===== src/include/grcc_defs.svh =====
// Constants for the gain-ranging channel control block.
// Assumes a 20 MHz system clock and AXI4-Lite register access.
`ifndef GRCC_DEFS_SVH
`define GRCC_DEFS_SVH

// Timing: encode period and its quarter, in ns and in clock cycles
`define GRCC_CLK_PERIOD_NS 50
`define GRCC_ENC_PERIOD_NS 800
`define GRCC_QTR_CYC (((`GRCC_ENC_PERIOD_NS) / 4) / (`GRCC_CLK_PERIOD_NS))
`define GRCC_QCNT_LAST 8'((`GRCC_QTR_CYC) - 1)

// Register byte offsets
`define GRCC_OFS_CTRL 8'h00
`define GRCC_OFS_THRESH 8'h04
`define GRCC_OFS_STATUS 8'h08
`define GRCC_OFS_COUNT 8'h0C

// Reset values
`define GRCC_CTRL_RST 1'b0
`define GRCC_THRESH_RST 12'h040

// Field positions
`define GRCC_CTRL_RUN 0
`define GRCC_THR_LO 7
`define GRCC_THR_HI 11

// Range steps above the lowest range
`define GRCC_RANGE_STEPS 5
`define GRCC_RANGE_MIN 3'h0

// Bus responses
`define GRCC_RESP_OKAY 2'h0
`define GRCC_RESP_SLVERR 2'h2

`endif


===== src/include/grcc_pkg.sv =====
// Types for the gain-ranging channel control block.
// Assumes grcc_defs.svh carries every numeric constant.
package grcc_pkg;

	// Encode period phases, one-hot
	typedef enum logic [4:0] {
		PH_IDLE = 5'h01,
		PH_CAL  = 5'h02,
		PH_GAP  = 5'h04,
		PH_SET1 = 5'h08,
		PH_SET2 = 5'h10
	} grcc_phase_type;

	// Step attenuator settings
	typedef enum logic [1:0] {
		ATT_0DB  = 2'h0,
		ATT_12DB = 2'h1,
		ATT_24DB = 2'h2
	} grcc_atten_type;

endpackage


===== src/design/grcc_control.sv =====
// Gain-ranging channel control: encode sequencer, peak-driven range
// choice with hysteresis, channel steering, output buffer and registers.
// Assumes mode pins are static straps from outside the clock domain and
// that peak magnitude and ADC mantissa come from same-clock logic.
`include "grcc_defs.svh"

module grcc_control (
	// Clock and reset
	input  wire logic        clock,
	input  wire logic        rst_b,
	// AXI4-Lite write address and data
	input  wire logic [7:0]  awaddr,
	input  wire logic        awvalid,
	output logic             awready,
	input  wire logic [31:0] wdata,
	input  wire logic [3:0]  wstrb,
	input  wire logic        wvalid,
	output logic             wready,
	// AXI4-Lite write response
	output logic [1:0]       bresp,
	output logic             bvalid,
	input  wire logic        bready,
	// AXI4-Lite read
	input  wire logic [7:0]  araddr,
	input  wire logic        arvalid,
	output logic             arready,
	output logic [31:0]      rdata,
	output logic [1:0]       rresp,
	output logic             rvalid,
	input  wire logic        rready,
	// Mode strap pins
	input  wire logic        modeSelA,
	input  wire logic        modeSelB,
	// Front end measurements
	input  wire logic [11:0] peakMag,
	input  wire logic [10:0] adcMantissa,
	// Analog front end controls
	output logic             thHold,
	output logic             peakInit,
	output logic             peakTrack,
	output logic             filterDischarge,
	output logic             filterAmpEn,
	output logic             inputSelB,
	output logic [1:0]       attenSelA,
	output logic [1:0]       attenSelB,
	output logic             gainHigh,
	// Output sample stream
	output logic             outValid,
	input  wire logic        outReady,
	output logic [10:0]      outMantissa,
	output logic [2:0]       outRange,
	output logic             channelTagOut
);

	////////////////////////////////////////////////////////////////////
	// Declarations

	grcc_pkg::grcc_phase_type phase_q;
	logic [7:0]  qCnt_q;
	logic        qLast;
	logic        modeA_meta_q, modeB_meta_q, modeA_q, modeB_q;
	logic        modeValid, dualMode;
	logic        run_q;
	logic [11:0] thrBase_q;
	logic        go, stall, periodEnd, startPeriod, pushReq;
	logic        evalChanB_q, convChanB_q, convValid_q;
	logic [2:0]  rangeA_q, rangeB_q, convRange_q, appliedRange_q;
	logic [11:0] peakMax_q;
	logic [2:0]  rangeUp, rangeDn, rangeCur, rangeNew;
	logic        thHold_q, peakInit_q, peakTrack_q, discharge_q, ampEn_q;
	logic        inputSelB_q, gainHigh_q;
	logic [1:0]  attenA_q, attenB_q;
	logic [14:0] pushData;
	logic        inReady, push, pop;
	logic [14:0] outData_q, skidData_q;
	logic        outValid_q, skidValid_q;
	logic [15:0] wordCnt_q;
	logic        awHeld_q, wHeld_q;
	logic [7:0]  awAddr_q;
	logic [31:0] wData_q;
	logic [3:0]  wStrb_q;
	logic        bvalid_q, rvalid_q;
	logic [1:0]  bresp_q, rresp_q;
	logic [31:0] rdata_q;
	logic        doWrite;

	////////////////////////////////////////////////////////////////////
	// Mode straps: two-flop synchroniser, then decode

	always_ff @(posedge clock or negedge rst_b) begin
		if (!rst_b) begin
			modeA_meta_q <= 1'b0;
			modeB_meta_q <= 1'b0;
			modeA_q      <= 1'b0;
			modeB_q      <= 1'b0;
		end else begin
			modeA_meta_q <= modeSelA;
			modeB_meta_q <= modeSelB;
			modeA_q      <= modeA_meta_q;
			modeB_q      <= modeB_meta_q;
		end
	end

	// Both straps low is not a mode: the sequencer idles
	assign modeValid = modeA_q | modeB_q;
	assign dualMode  = modeA_q & modeB_q;

	////////////////////////////////////////////////////////////////////
	// Encode sequencer: four quarters per period

	assign qLast   = (qCnt_q == `GRCC_QCNT_LAST);
	assign go      = run_q & modeValid;
	assign pushReq = convValid_q;
	// A full buffer freezes the period end, so no converted word is lost
	assign stall     = pushReq & ~inReady;
	assign periodEnd = (phase_q == grcc_pkg::PH_SET2) & qLast & ~stall;
	assign startPeriod = go & ((phase_q == grcc_pkg::PH_IDLE) | periodEnd);

	always_ff @(posedge clock or negedge rst_b) begin
		if (!rst_b) begin
			phase_q <= grcc_pkg::PH_IDLE;
			qCnt_q  <= 8'h00;
		end else begin
			case (phase_q)
				grcc_pkg::PH_IDLE: begin
					qCnt_q <= 8'h00;
					if (go) begin
						phase_q <= grcc_pkg::PH_CAL;
					end
				end
				grcc_pkg::PH_CAL: begin
					qCnt_q <= qLast ? 8'h00 : qCnt_q + 8'h01;
					if (qLast) begin
						phase_q <= grcc_pkg::PH_GAP;
					end
				end
				grcc_pkg::PH_GAP: begin
					qCnt_q <= qLast ? 8'h00 : qCnt_q + 8'h01;
					if (qLast) begin
						phase_q <= grcc_pkg::PH_SET1;
					end
				end
				grcc_pkg::PH_SET1: begin
					qCnt_q <= qLast ? 8'h00 : qCnt_q + 8'h01;
					if (qLast) begin
						phase_q <= grcc_pkg::PH_SET2;
					end
				end
				grcc_pkg::PH_SET2: begin
					if (!qLast) begin
						qCnt_q <= qCnt_q + 8'h01;
					end else if (!stall) begin
						qCnt_q  <= 8'h00;
						phase_q <= go ? grcc_pkg::PH_CAL : grcc_pkg::PH_IDLE;
					end
				end
				default: begin
					phase_q <= grcc_pkg::PH_IDLE;
					qCnt_q  <= 8'h00;
				end
			endcase
		end
	end

	////////////////////////////////////////////////////////////////////
	// Encode edge actions and filter amplifier control

	always_ff @(posedge clock or negedge rst_b) begin
		if (!rst_b) begin
			thHold_q    <= 1'b0;
			peakInit_q  <= 1'b0;
			peakTrack_q <= 1'b0;
			discharge_q <= 1'b0;
			ampEn_q     <= 1'b0;
		end else begin
			// Hold and detector reset pulse together, on the same edge
			thHold_q    <= startPeriod;
			peakInit_q  <= startPeriod;
			peakTrack_q <= startPeriod |
				((phase_q == grcc_pkg::PH_CAL) & ~qLast);
			// Filter is shared, so discharging it cuts channel feedthrough
			discharge_q <= startPeriod |
				((phase_q == grcc_pkg::PH_CAL) & ~qLast);
			ampEn_q <= ((phase_q == grcc_pkg::PH_GAP) & qLast) |
				(phase_q == grcc_pkg::PH_SET1) |
				((phase_q == grcc_pkg::PH_SET2) & ~periodEnd);
		end
	end

	////////////////////////////////////////////////////////////////////
	// Channel sequencing

	always_ff @(posedge clock or negedge rst_b) begin
		if (!rst_b) begin
			evalChanB_q <= 1'b0;
			convChanB_q <= 1'b0;
			convRange_q <= `GRCC_RANGE_MIN;
			convValid_q <= 1'b0;
		end else begin
			if (startPeriod) begin
				// The sample prepared last period is the one now held
				convChanB_q <= inputSelB_q;
				convRange_q <= appliedRange_q;
				convValid_q <= (phase_q != grcc_pkg::PH_IDLE);
				if (dualMode) begin
					evalChanB_q <= ~inputSelB_q;
				end else begin
					evalChanB_q <= ~modeA_q;
				end
			end else if (periodEnd) begin
				convValid_q <= 1'b0;
			end
		end
	end

	////////////////////////////////////////////////////////////////////
	// Peak detector and range decision

	// Thresholds double per step, so each step spans 6 dB
	function automatic logic [2:0] rangeOf(
		input logic [12:0] mag,
		input logic [11:0] base
	);
		logic [2:0]  n;
		logic [16:0] thr;
		n   = `GRCC_RANGE_MIN;
		thr = {5'h00, base};
		for (int k = 0; k < `GRCC_RANGE_STEPS; k++) begin
			if ({4'h0, mag} >= thr) begin
				n = n + 3'h1;
			end
			thr = {thr[15:0], 1'b0};
		end
		return n;
	endfunction

	always_ff @(posedge clock or negedge rst_b) begin
		if (!rst_b) begin
			peakMax_q <= 12'h000;
		end else if (startPeriod) begin
			peakMax_q <= 12'h000;
		end else if (peakTrack_q && peakMag > peakMax_q) begin
			peakMax_q <= peakMag;
		end
	end

	assign rangeUp  = rangeOf({1'b0, peakMax_q}, thrBase_q);
	// Doubling the peak moves every threshold down by 6 dB
	assign rangeDn  = rangeOf({peakMax_q, 1'b0}, thrBase_q);
	assign rangeCur = evalChanB_q ? rangeB_q : rangeA_q;

	always_comb begin
		if (rangeUp > rangeCur) begin
			rangeNew = rangeUp;
		end else if (rangeDn < rangeCur) begin
			rangeNew = rangeDn;
		end else begin
			rangeNew = rangeCur;
		end
	end

	// Decision at the close of calibration, one period before conversion
	always_ff @(posedge clock or negedge rst_b) begin
		if (!rst_b) begin
			rangeA_q       <= `GRCC_RANGE_MIN;
			rangeB_q       <= `GRCC_RANGE_MIN;
			appliedRange_q <= `GRCC_RANGE_MIN;
			inputSelB_q    <= 1'b0;
		end else if (phase_q == grcc_pkg::PH_CAL && qLast) begin
			appliedRange_q <= rangeNew;
			inputSelB_q    <= evalChanB_q;
			if (evalChanB_q) begin
				rangeB_q <= rangeNew;
			end else begin
				rangeA_q <= rangeNew;
			end
		end
	end

	////////////////////////////////////////////////////////////////////
	// Attenuator and gain settings, applied ahead of the settle quarters

	always_ff @(posedge clock or negedge rst_b) begin
		if (!rst_b) begin
			attenA_q   <= grcc_pkg::ATT_0DB;
			attenB_q   <= grcc_pkg::ATT_0DB;
			gainHigh_q <= 1'b1;
		end else if (phase_q == grcc_pkg::PH_CAL && qLast) begin
			// Code bits 2:1 pick the attenuator, bit 0 low sets gainHigh for 6 dB more gain
			gainHigh_q <= ~rangeNew[0];
			if (evalChanB_q) begin
				attenB_q <= rangeNew[2:1];
			end else begin
				attenA_q <= rangeNew[2:1];
			end
		end
	end

	////////////////////////////////////////////////////////////////////
	// Two-entry output buffer: output register plus skid register

	// Tag is high for channel A words
	assign pushData = {adcMantissa, convRange_q, ~convChanB_q};
	assign inReady  = ~skidValid_q;
	assign push     = pushReq & inReady & (phase_q == grcc_pkg::PH_SET2) &
		qLast;
	assign pop      = outValid_q & outReady;

	always_ff @(posedge clock or negedge rst_b) begin
		if (!rst_b) begin
			outData_q   <= 15'h0000;
			skidData_q  <= 15'h0000;
			outValid_q  <= 1'b0;
			skidValid_q <= 1'b0;
		end else if (!outValid_q || pop) begin
			if (skidValid_q) begin
				outData_q   <= skidData_q;
				outValid_q  <= 1'b1;
				skidValid_q <= push;
				if (push) begin
					skidData_q <= pushData;
				end
			end else begin
				outValid_q <= push;
				if (push) begin
					outData_q <= pushData;
				end
			end
		end else if (push) begin
			skidData_q  <= pushData;
			skidValid_q <= 1'b1;
		end
	end

	always_ff @(posedge clock or negedge rst_b) begin
		if (!rst_b) begin
			wordCnt_q <= 16'h0000;
		end else if (push) begin
			wordCnt_q <= wordCnt_q + 16'h0001;
		end
	end

	////////////////////////////////////////////////////////////////////
	// AXI4-Lite slave: write path

	assign awready = ~awHeld_q & ~bvalid_q;
	assign wready  = ~wHeld_q & ~bvalid_q;
	assign doWrite = awHeld_q & wHeld_q & ~bvalid_q;

	always_ff @(posedge clock or negedge rst_b) begin
		if (!rst_b) begin
			awHeld_q <= 1'b0;
			wHeld_q  <= 1'b0;
			awAddr_q <= 8'h00;
			wData_q  <= 32'h0000_0000;
			wStrb_q  <= 4'h0;
			bvalid_q <= 1'b0;
			bresp_q  <= `GRCC_RESP_OKAY;
		end else begin
			if (awvalid && awready) begin
				awHeld_q <= 1'b1;
				awAddr_q <= awaddr;
			end
			if (wvalid && wready) begin
				wHeld_q <= 1'b1;
				wData_q <= wdata;
				wStrb_q <= wstrb;
			end
			if (doWrite) begin
				awHeld_q <= 1'b0;
				wHeld_q  <= 1'b0;
				bvalid_q <= 1'b1;
				if (awAddr_q == `GRCC_OFS_CTRL ||
					awAddr_q == `GRCC_OFS_THRESH) begin
					bresp_q <= `GRCC_RESP_OKAY;
				end else begin
					bresp_q <= `GRCC_RESP_SLVERR;
				end
			end else if (bvalid_q && bready) begin
				bvalid_q <= 1'b0;
			end
		end
	end

	// Software controls: run enable and base threshold
	always_ff @(posedge clock or negedge rst_b) begin
		if (!rst_b) begin
			run_q     <= `GRCC_CTRL_RST;
			thrBase_q <= `GRCC_THRESH_RST;
		end else if (doWrite) begin
			if (awAddr_q == `GRCC_OFS_CTRL) begin
				if (wStrb_q[0]) begin
					run_q <= wData_q[`GRCC_CTRL_RUN];
				end
			end else if (awAddr_q == `GRCC_OFS_THRESH) begin
				if (wStrb_q[0]) begin
					thrBase_q[7:0] <= wData_q[7:0];
				end
				if (wStrb_q[1]) begin
					thrBase_q[11:8] <= wData_q[11:8];
				end
			end
		end
	end

	////////////////////////////////////////////////////////////////////
	// AXI4-Lite slave: read path

	assign arready = ~rvalid_q;

	always_ff @(posedge clock or negedge rst_b) begin
		if (!rst_b) begin
			rvalid_q <= 1'b0;
			rdata_q  <= 32'h0000_0000;
			rresp_q  <= `GRCC_RESP_OKAY;
		end else if (arvalid && arready) begin
			rvalid_q <= 1'b1;
			rresp_q  <= `GRCC_RESP_OKAY;
			if (araddr == `GRCC_OFS_CTRL) begin
				rdata_q <= {31'h0000_0000, run_q};
			end else if (araddr == `GRCC_OFS_THRESH) begin
				rdata_q <= {20'h0_0000, thrBase_q};
			end else if (araddr == `GRCC_OFS_STATUS) begin
				rdata_q <= {19'h0_0000, stall, outValid_q, convValid_q,
					evalChanB_q, rangeB_q, rangeA_q, ~modeValid,
					modeB_q, modeA_q};
			end else if (araddr == `GRCC_OFS_COUNT) begin
				rdata_q <= {16'h0000, wordCnt_q};
			end else begin
				rdata_q <= 32'h0000_0000;
				rresp_q <= `GRCC_RESP_SLVERR;
			end
		end else if (rvalid_q && rready) begin
			rvalid_q <= 1'b0;
		end
	end

	////////////////////////////////////////////////////////////////////
	// Outputs

	assign bvalid          = bvalid_q;
	assign bresp           = bresp_q;
	assign rvalid          = rvalid_q;
	assign rdata           = rdata_q;
	assign rresp           = rresp_q;
	assign thHold          = thHold_q;
	assign peakInit        = peakInit_q;
	assign peakTrack       = peakTrack_q;
	assign filterDischarge = discharge_q;
	assign filterAmpEn     = ampEn_q;
	assign inputSelB       = inputSelB_q;
	assign attenSelA       = attenA_q;
	assign attenSelB       = attenB_q;
	assign gainHigh        = gainHigh_q;
	assign outValid        = outValid_q;
	assign outMantissa     = outData_q[14:4];
	assign outRange        = outData_q[3:1];
	assign channelTagOut   = outData_q[0];

endmodule


===== config.mk =====
export PLATFORM = sky130hd
export DESIGN_NAME = grcc_control
export DESIGN_NICKNAME = d
export VERILOG_FILES = /design/src/include/grcc_pkg.sv /design/src/design/grcc_control.sv
export VERILOG_INCLUDE_DIRS = /design/src /design/src/include
export SDC_FILE = /design/constraint.sdc
export NUM_CORES = 1
export LEC_CHECK = 0
export BUFFER_PORTS_ARGS = -buffer_cell sky130_fd_sc_hd__buf_2
export CELL_PAD_IN_SITES_DETAIL_PLACEMENT = 0
export CELL_PAD_IN_SITES_GLOBAL_PLACEMENT = 1
export CORE_UTILIZATION = 48
export DETAILED_ROUTE_END_ITERATION = 8
export PLACE_DENSITY_LB_ADDON = 0.2
export REMOVE_ABC_BUFFERS = 1
export SETUP_SLACK_MARGIN = 0.1
export SLEW_MARGIN = 20
export SYNTH_ARGS = -nofsm -noshare
export SYNTH_HDL_FRONTEND = slang
export SYNTH_SLANG_ARGS = --single-unit

===== constraint.sdc =====
create_clock -name clock -period 9.48 [get_ports clock]
set_input_delay 1.422 -clock clock [delete_from_list [all_inputs] [get_ports clock]]
set_output_delay 1.422 -clock clock [all_outputs]
set_load 0.02 [all_outputs]

==> results of run 1 <==
[routing by layer]
layer	up-vias	global-route usage [%]	part of all wire, %
met1	3076	27.3	46
li1	3185	-	-
met2	101	37.8	50
met3	20	4.07	3.1
met5	-	0	0
met4	0	6.55	1.2
[sequential cells by signal, indices dropped and copies added, names as in the netlist, 2 cells and up]
signal,flops
appliedRange_q,3
awAddr_q,8
convRange_q,3
outData_q,15
peakMax_q,12
phase_q,5
qCnt_q,8
rangeA_q,3
rangeB_q,3
rdata,16
skidData_q,15
thrBase_q,12
wData_q,12
wStrb_q,2
wordCnt_q,16
[metrics by stage]
stage	cells	utilization, %	instance area (um^2)	hold slack, ps
global route	1196	56.5	10300	367
CTS	1196	56.5	10300	358
floorplan	819	-	8770	331
finish	1196	56.5	10300	358
global placement	1164	53.2	9660	337
detailed placement	1164	53.2	9660	341
[final timing paths]
| path | from | endpoint | slack (ps) | cells past startpoint |
|---|---|---|---|---|
| worst min-delay path | modeB_meta_q | modeB_q | 360 | 0 |
| min in group asynchronous | rst_b | awAddr_q[1] | 1040 | 1 |
| worst max register to register | thrBase_q[0] | rangeB_q[2] | 3440 | 24 |
| worst max-delay path | thrBase_q[0] | rangeB_q[2] | 3440 | 24 |
| worst min register to register | modeB_meta_q | modeB_q | 360 | 0 |
| max in group asynchronous | rst_b | rdata[8] | 7020 | 2 |
[synthesized netlist by cell type, drive strengths merged (11+ instances only)]
library cell  instances
nor2                 69
inv                  40
mux2                 60
dfrtp               151
clkbuf               14
xor2                 15
nand3                29
ha                   89
xnor2                15
a21oi                37
mux2i                32
nand2                67
a21o                 13
o21ai                49
a22oi                11
nand4                12
buf                  34
[cells in the final DEF, fill, tap and decap left out, types with 4 or more instances in the layout]
cell         n
nor2_1      64
a21oi_1     35
and3_1       8
o21a_1      10
nand4_1     11
xnor2_1     15
nand3_1     28
and2_1       4
o21ai_0     48
a22oi_1     11
nor3_1       6
dfrtp_1    151
nand3b_1     4
buf_4        4
nand2_1     65
nor2b_1      8
ha_1        89
clkbuf_16   17
mux2_1       5
a21o_1      13
inv_1       39
or3_1        5
inv_6        4
mux2i_1     32
buf_2      111
nand2b_1     7
inv_8        4
o211ai_1     5
mux2_2      55
o31ai_1      6
xor2_1      14
conb_1      18
[area by class of cell]
cell class	instances	area, um^2
clock buffer	17	425
clock inverter	15	181
fill	1632	7890
inverter	40	150
multi-input combinational	625	4760
sequential	154	3860
tap	229	287
timing repair buffer	116	597
[cell families after synthesis]
family | after synthesis
and+or+nand+nor | 235
AOI/OAI and AO/OA | 159
DFF | 154
muxes | 93
adders and majority gates | 89
buffers and inverters | 88
xor gates and xnor gates | 31
other | 1
==> impl_metrics.py, run 1 <==
metrics = {
    "synth": {
        "ys_ff_latch": 154,
        "synth_cells": 850,
        "yosysWarnings": 0,
        "synth.mux.area_fraction_pct": 11.3,
        "netlist_area_um2": 9000,
        "synth_xor_area_share_pct": 3.25,
        "synth_top_area_cell": "dfrtp_1",
        "synth_edf_count": 0,
        "synth_fa_ha_area_share_pct": 12.4,
        "synth-compound-area-share_pct": 11.7,
        "yosys-top-cells-area": "dfrtp_1 42%, ha_1 12%, mux2_2 6.9%, mux2i_1 3.6%, nand2_1 2.7%",
        "synth_top_area_share_pct": 42.0,
        "synth-seq-area-share_pct": 42.8,
        "ys.flop_type": "dfrtp_1",
        "synth-simple-area-share_pct": 13.5,
        "synth_top_family_by_area": "simple AND/OR/NAND/NOR gates",
        "yosysUniqueCellTypes": 77,
        "syn-mean-instance-area_um2": 10.6,
        "ys_async_sr_fraction_pct": 100,
    },
    "route": {
        "wl_um": 19600,
        "vias": 6382,
        "dr.pass1.iters": 7,
        "ant_nets": 0,
        "drt_first_iter_violations": 267,
        "vias_per_cell": 5.34,
        "wire_per_inst_um": 16.4,
        "drcViolationCount": 0,
    },
    "clock_tree": {
        "htreeDepth": 4,
        "path_clk_slew_ps": 70,
        "post-cts-setup-buffers": 0,
        "cts_made_buffers": 17,
        "insertion_delay_ps": 430,
        "clock_sinks": 154,
        "cts_hold_buf": 0,
        "clock_path_buffers": 2,
        "cts_tree": "done",
        "ctsResizeCount": 0,
        "root_buffer": "clkbuf_16",
    },
    "cells_and_area": {
        "antenna_cells": 0,
        "drive_above_1_share_pct": 24.3,
        "fin_nets": 1128,
        "areaGrowthSynthToFinish_pct": 14.0,
    },
    "floorplanning": {
        "die_area_um2": 19300,
        "io_pins": 153,
        "dieWidth_um": 139,
        "rows": 49,
        "initial_utilization_pct": 49.6,
        "fp.coreArea_um2": 18100,
        "fp.dieH_um": 139,
    },
    "worst_setup_path": {
        "required_ps": 9780,
        "cpMostUsedCell": "a21o_1",
        "cp_num_buf_inv": 2,
        "cpLargestDelayFamily": "compound AO/OA/AOI/OAI gates",
        "path_max_fanout": 8,
        "arrival_ps": 6350,
        "cp_slowest_cell": "dfrtp_1",
        "critPathCaptureType": "register",
        "crit_chain": "ha_1 -> nand2b_1 -> a21o_1 -> a21o_1 -> a21o_1 -> a21o_1 -> a21o_1 -> a21o_1 -> a41oi_1 -> o21a_1 -> ha_1 -> xnor2_1 -> inv_1 -> ha_1 -> mux2_2 -> ha_1 -> mux2_2 -> ha_1 -> nor2b_1 -> o21a_1 -> o21ai_0 -> inv_1 -> mux2_2 -> mux2_2",
        "cp_slowest_stage_delay_ps": 570,
        "crit_type": "register to register",
        "critPathLaunchType": "register",
    },
    "grt": {
        "overflow": 0,
        "track_usage_pct": 21.7,
        "grt_pass1_wl_um": 32900,
        "grt_pass1_vias": 6500,
        "grt_max_degree": 83,
        "antenna_found_initial": 0,
    },
    "place": {
        "io_buffer_count": 112,
        "dp_hpwl_um": 14300,
        "place_ws_ps": 3470,
        "gp_congestion": 0.814,
    },
    "timing": {
        "finalMaxSlewViolations": 0,
        "rsz0062_at_grt": "false",
        "hold_viol": 0,
        "max_slew.worst_pin.slew_ps": 1050,
        "period_share_pct": 63.8,
        "max_freq_mhz": 165,
        "relSlewSlack_pct": 30.0,
        "period_needed_ps": 6040,
        "finClkSkew_ps": 11.5,
        "fin_setup_tns_ps": 0,
        "finalWorstSetupSlack_ps": 3440,
        "setup_violations": 0,
    },
    "status": {
        "status": "completed",
    },
    "min_path": {
        "hp-class": "register to register",
    },
    "flow_run": {
        "max_cap_violations": 0,
    },
}
Power of run 1 is not shown: default switching activity piles up to over one toggle a cycle in this logic, so the estimate is an artifact.
==> run 2: changes to the inputs <==
- ABC_AREA: default -> 1
- CORE_UTILIZATION: 48 -> 43
- clock period: 9.48 -> 5.7 ns (I/O delays scaled with it)
==> impl_metrics.py, run 2 <==
metrics = {
    "synth": {
        "synth_top_area_share_pct": 41.2,
        "synth_cells": 1107,
        "yosysUniqueCellTypes": 56,
        "ys.flop_type": "dfrtp_1",
        "yosysWarnings": 0,
        "ys_async_sr_fraction_pct": 100,
        "yosys-top-cells-area": "dfrtp_1 41%, ha_1 12%, nand2_1 9.9%, inv_1 5.6%, o21ai_0 4.3%",
        "yosysMostFrequentCell": "nand2_1",
        "synth-seq-area-share_pct": 42.1,
        "synth_top_area_cell": "dfrtp_1",
        "ys_ff_latch": 154,
        "syn-mean-instance-area_um2": 8.28,
        "netlist_top_cells_count": "242 x nand2_1, 151 x dfrtp_1, 137 x inv_1, 89 x ha_1, 79 x nor2_1",
        "netlist_area_um2": 9160,
        "synth_edf_count": 0,
    },
    "worst_setup_path": {
        "reg2reg_setup_slack_ps": 780,
        "crit_type": "register to register",
        "critPathCaptureType": "register",
        "r2r-start": "peakMax_q[0]",
        "cpMostUsedCell": "nand2_1",
        "timing.rr.end": "appliedRange_q[0]",
        "path_max_fanout": 5,
        "cp_slowest_cell": "dfrtp_1",
        "arrival_ps": 5230,
        "critPathLaunchType": "register",
        "required_ps": 6010,
        "cp_slowest_stage_delay_ps": 470,
        "ff2ff_path_depth": 30,
    },
    "timing": {
        "fin_setup_tns_ps": 0,
        "hold_viol": 0,
        "max_freq_mhz": 203,
        "setup_violations": 0,
        "period_needed_ps": 4920,
        "max_slew.worst_pin.slew_ps": 984,
        "period_share_pct": 86.4,
        "finClkSkew_ps": 8.89,
        "finalMaxSlewViolations": 0,
        "relSlewSlack_pct": 34.2,
        "rsz0062_at_grt": "false",
    },
    "route": {
        "vias": 7456,
        "wl_um": 21700,
        "wire_per_inst_um": 14.5,
        "vias_per_cell": 4.96,
        "drcViolationCount": 2,
        "ant_nets": 0,
        "dr.pass1.iters": 9,
        "drt_first_iter_violations": 316,
    },
    "clock_tree": {
        "cts_hold_buf": 0,
        "path_clk_slew_ps": 60,
        "htreeDepth": 4,
        "cts_made_buffers": 17,
        "clock_path_buffers": 2,
        "cts_tree": "done",
        "clock_sinks": 154,
        "insertion_delay_ps": 420,
        "root_buffer": "clkbuf_16",
        "post-cts-setup-buffers": 0,
        "ctsResizeCount": 0,
    },
    "min_path": {
        "whs_path_depth": 0,
        "hp-class": "register to register",
        "min_from": "modeA_meta_q",
        "holdPathEnd": "modeA_q",
    },
    "grt": {
        "overflow": 0,
        "track_usage_pct": 20.8,
        "grt_pass1_vias": 7002,
        "grt_max_degree": 93,
        "antenna_found_initial": 0,
        "grt_pass1_wl_um": 35600,
    },
    "power_and_ir_drop": {
        "internal_power_mw": 3.31,
        "swShare_pct": 47.4,
        "power_frac_comb_pct": 57.6,
        "power_mw": 6.28,
        "switching_power_mw": 2.98,
        "power_frac_clock_pct": 17.5,
        "share_seq_of_total_power_pct": 24.9,
        "powerDensity_nw_per_um2": 599,
        "peakVddDrop_mv": 0.524,
        "leakage_nw": 5.37,
    },
    "place": {
        "gp_congestion": 0.793,
        "dp_hpwl_um": 16600,
        "dp.cells": 1472,
        "io_buffer_count": 112,
    },
    "floorplanning": {
        "io_pins": 153,
        "dieWidth_um": 148,
        "fp.dieH_um": 148,
        "initial_utilization_pct": 43.7,
        "fp.coreArea_um2": 21000,
        "rows": 53,
        "die_area_um2": 21900,
    },
    "status": {
        "violations": "DRC",
        "status": "finished, violations left",
    },
    "cells_and_area": {
        "layout_common_cells": "242 x nand2_1, 151 x dfrtp_1, 137 x inv_1",
        "layout_commonest_cell": "nand2_1",
        "antenna_cells": 0,
        "areaGrowthSynthToFinish_pct": 14.5,
        "fin_nets": 1390,
        "layout.cells.non_filler": 1504,
        "utilization_pct": 50.1,
        "drive_above_1_share_pct": 16.1,
    },
    "flow_run": {
        "max_cap_violations": 0,
    },
}
## run 2: logic make-up after synthesis
logic type / Yosys count / share of synthesized area, %
and+or+nand+nor: 452 / 21.8
xor gates and xnor gates: 23 / 2.28
muxes: 15 / 1.84
AOI/OAI and AO/OA: 180 / 10.8
adders and majority gates: 89 / 12.2
other: 1 / 0.0409
DFF: 154 / 42.1
buffers and inverters: 193 / 8.99
## run 2: worst max-delay path, delay by kind of cell (launching register included)
kind / cells / cell delay [ps]
and+or+nand+nor: 13 / 1490
AOI/OAI and AO/OA: 6 / 890
DFF: 1 / 470
adders and majority gates: 5 / 1330
xor gates and xnor gates: 1 / 190
buffers and inverters: 5 / 410
## run 2: worst max-delay path by stage
stage	to	slack, ps	startpoint
after floorplan	appliedRange_q[0]	1430	thrBase_q[3]
after global placement	appliedRange_q[0]	770	peakMax_q[0]
after detailed placement	appliedRange_q[0]	770	peakMax_q[0]
after CTS	appliedRange_q[0]	730	peakMax_q[0]
after global routing	appliedRange_q[0]	210	peakMax_q[0]
final	appliedRange_q[0]	780	peakMax_q[0]
## run 2: power groups by stage
| stage | sequential (mW) | clock, mW | combinational, mW |
|---|---|---|---|
| global route | 1.59 | 1.16 | 4.22 |
| detailed placement | 1.58 | 0 | 3.64 |
| CTS | 1.57 | 1.12 | 3.66 |
| finish | 1.56 | 1.10 | 3.62 |
| global placement | 1.58 | 0 | 3.56 |
| floorplan | 1.55 | 0 | 2.76 |
## run 2: routing by layer
metal	track usage, %	vias to the layer above	wire, um
li1	-	3845	-
met1	28.7	3449	10600
met2	34.2	145	10200
met3	2.87	17	714
met4	5.52	0	245
met5	0	-	0
## run 2: through the flow
step                      area [um^2]  hold slack [ps]  setup WS [ps]
final                           10500              351            777
after global placement           9920              332            772
after global routing            10500              356            206
after floorplan                  8960              331           1430
after detailed placement         9920              338            771
after CTS                       10500              352            733
## run 2: final cells by class
| type | instances | area [um^2] |
|---|---|---|
| Clock buffer | 21 | 460 |
| Clock inverter | 11 | 111 |
| Fill cell | 2103 | 10500 |
| Inverter | 148 | 556 |
| Multi-Input combinational cell | 777 | 4550 |
| Sequential cell | 154 | 3860 |
| Tap cell | 275 | 344 |
| Timing Repair Buffer | 118 | 612 |
(Power assumes the default switching activity.)
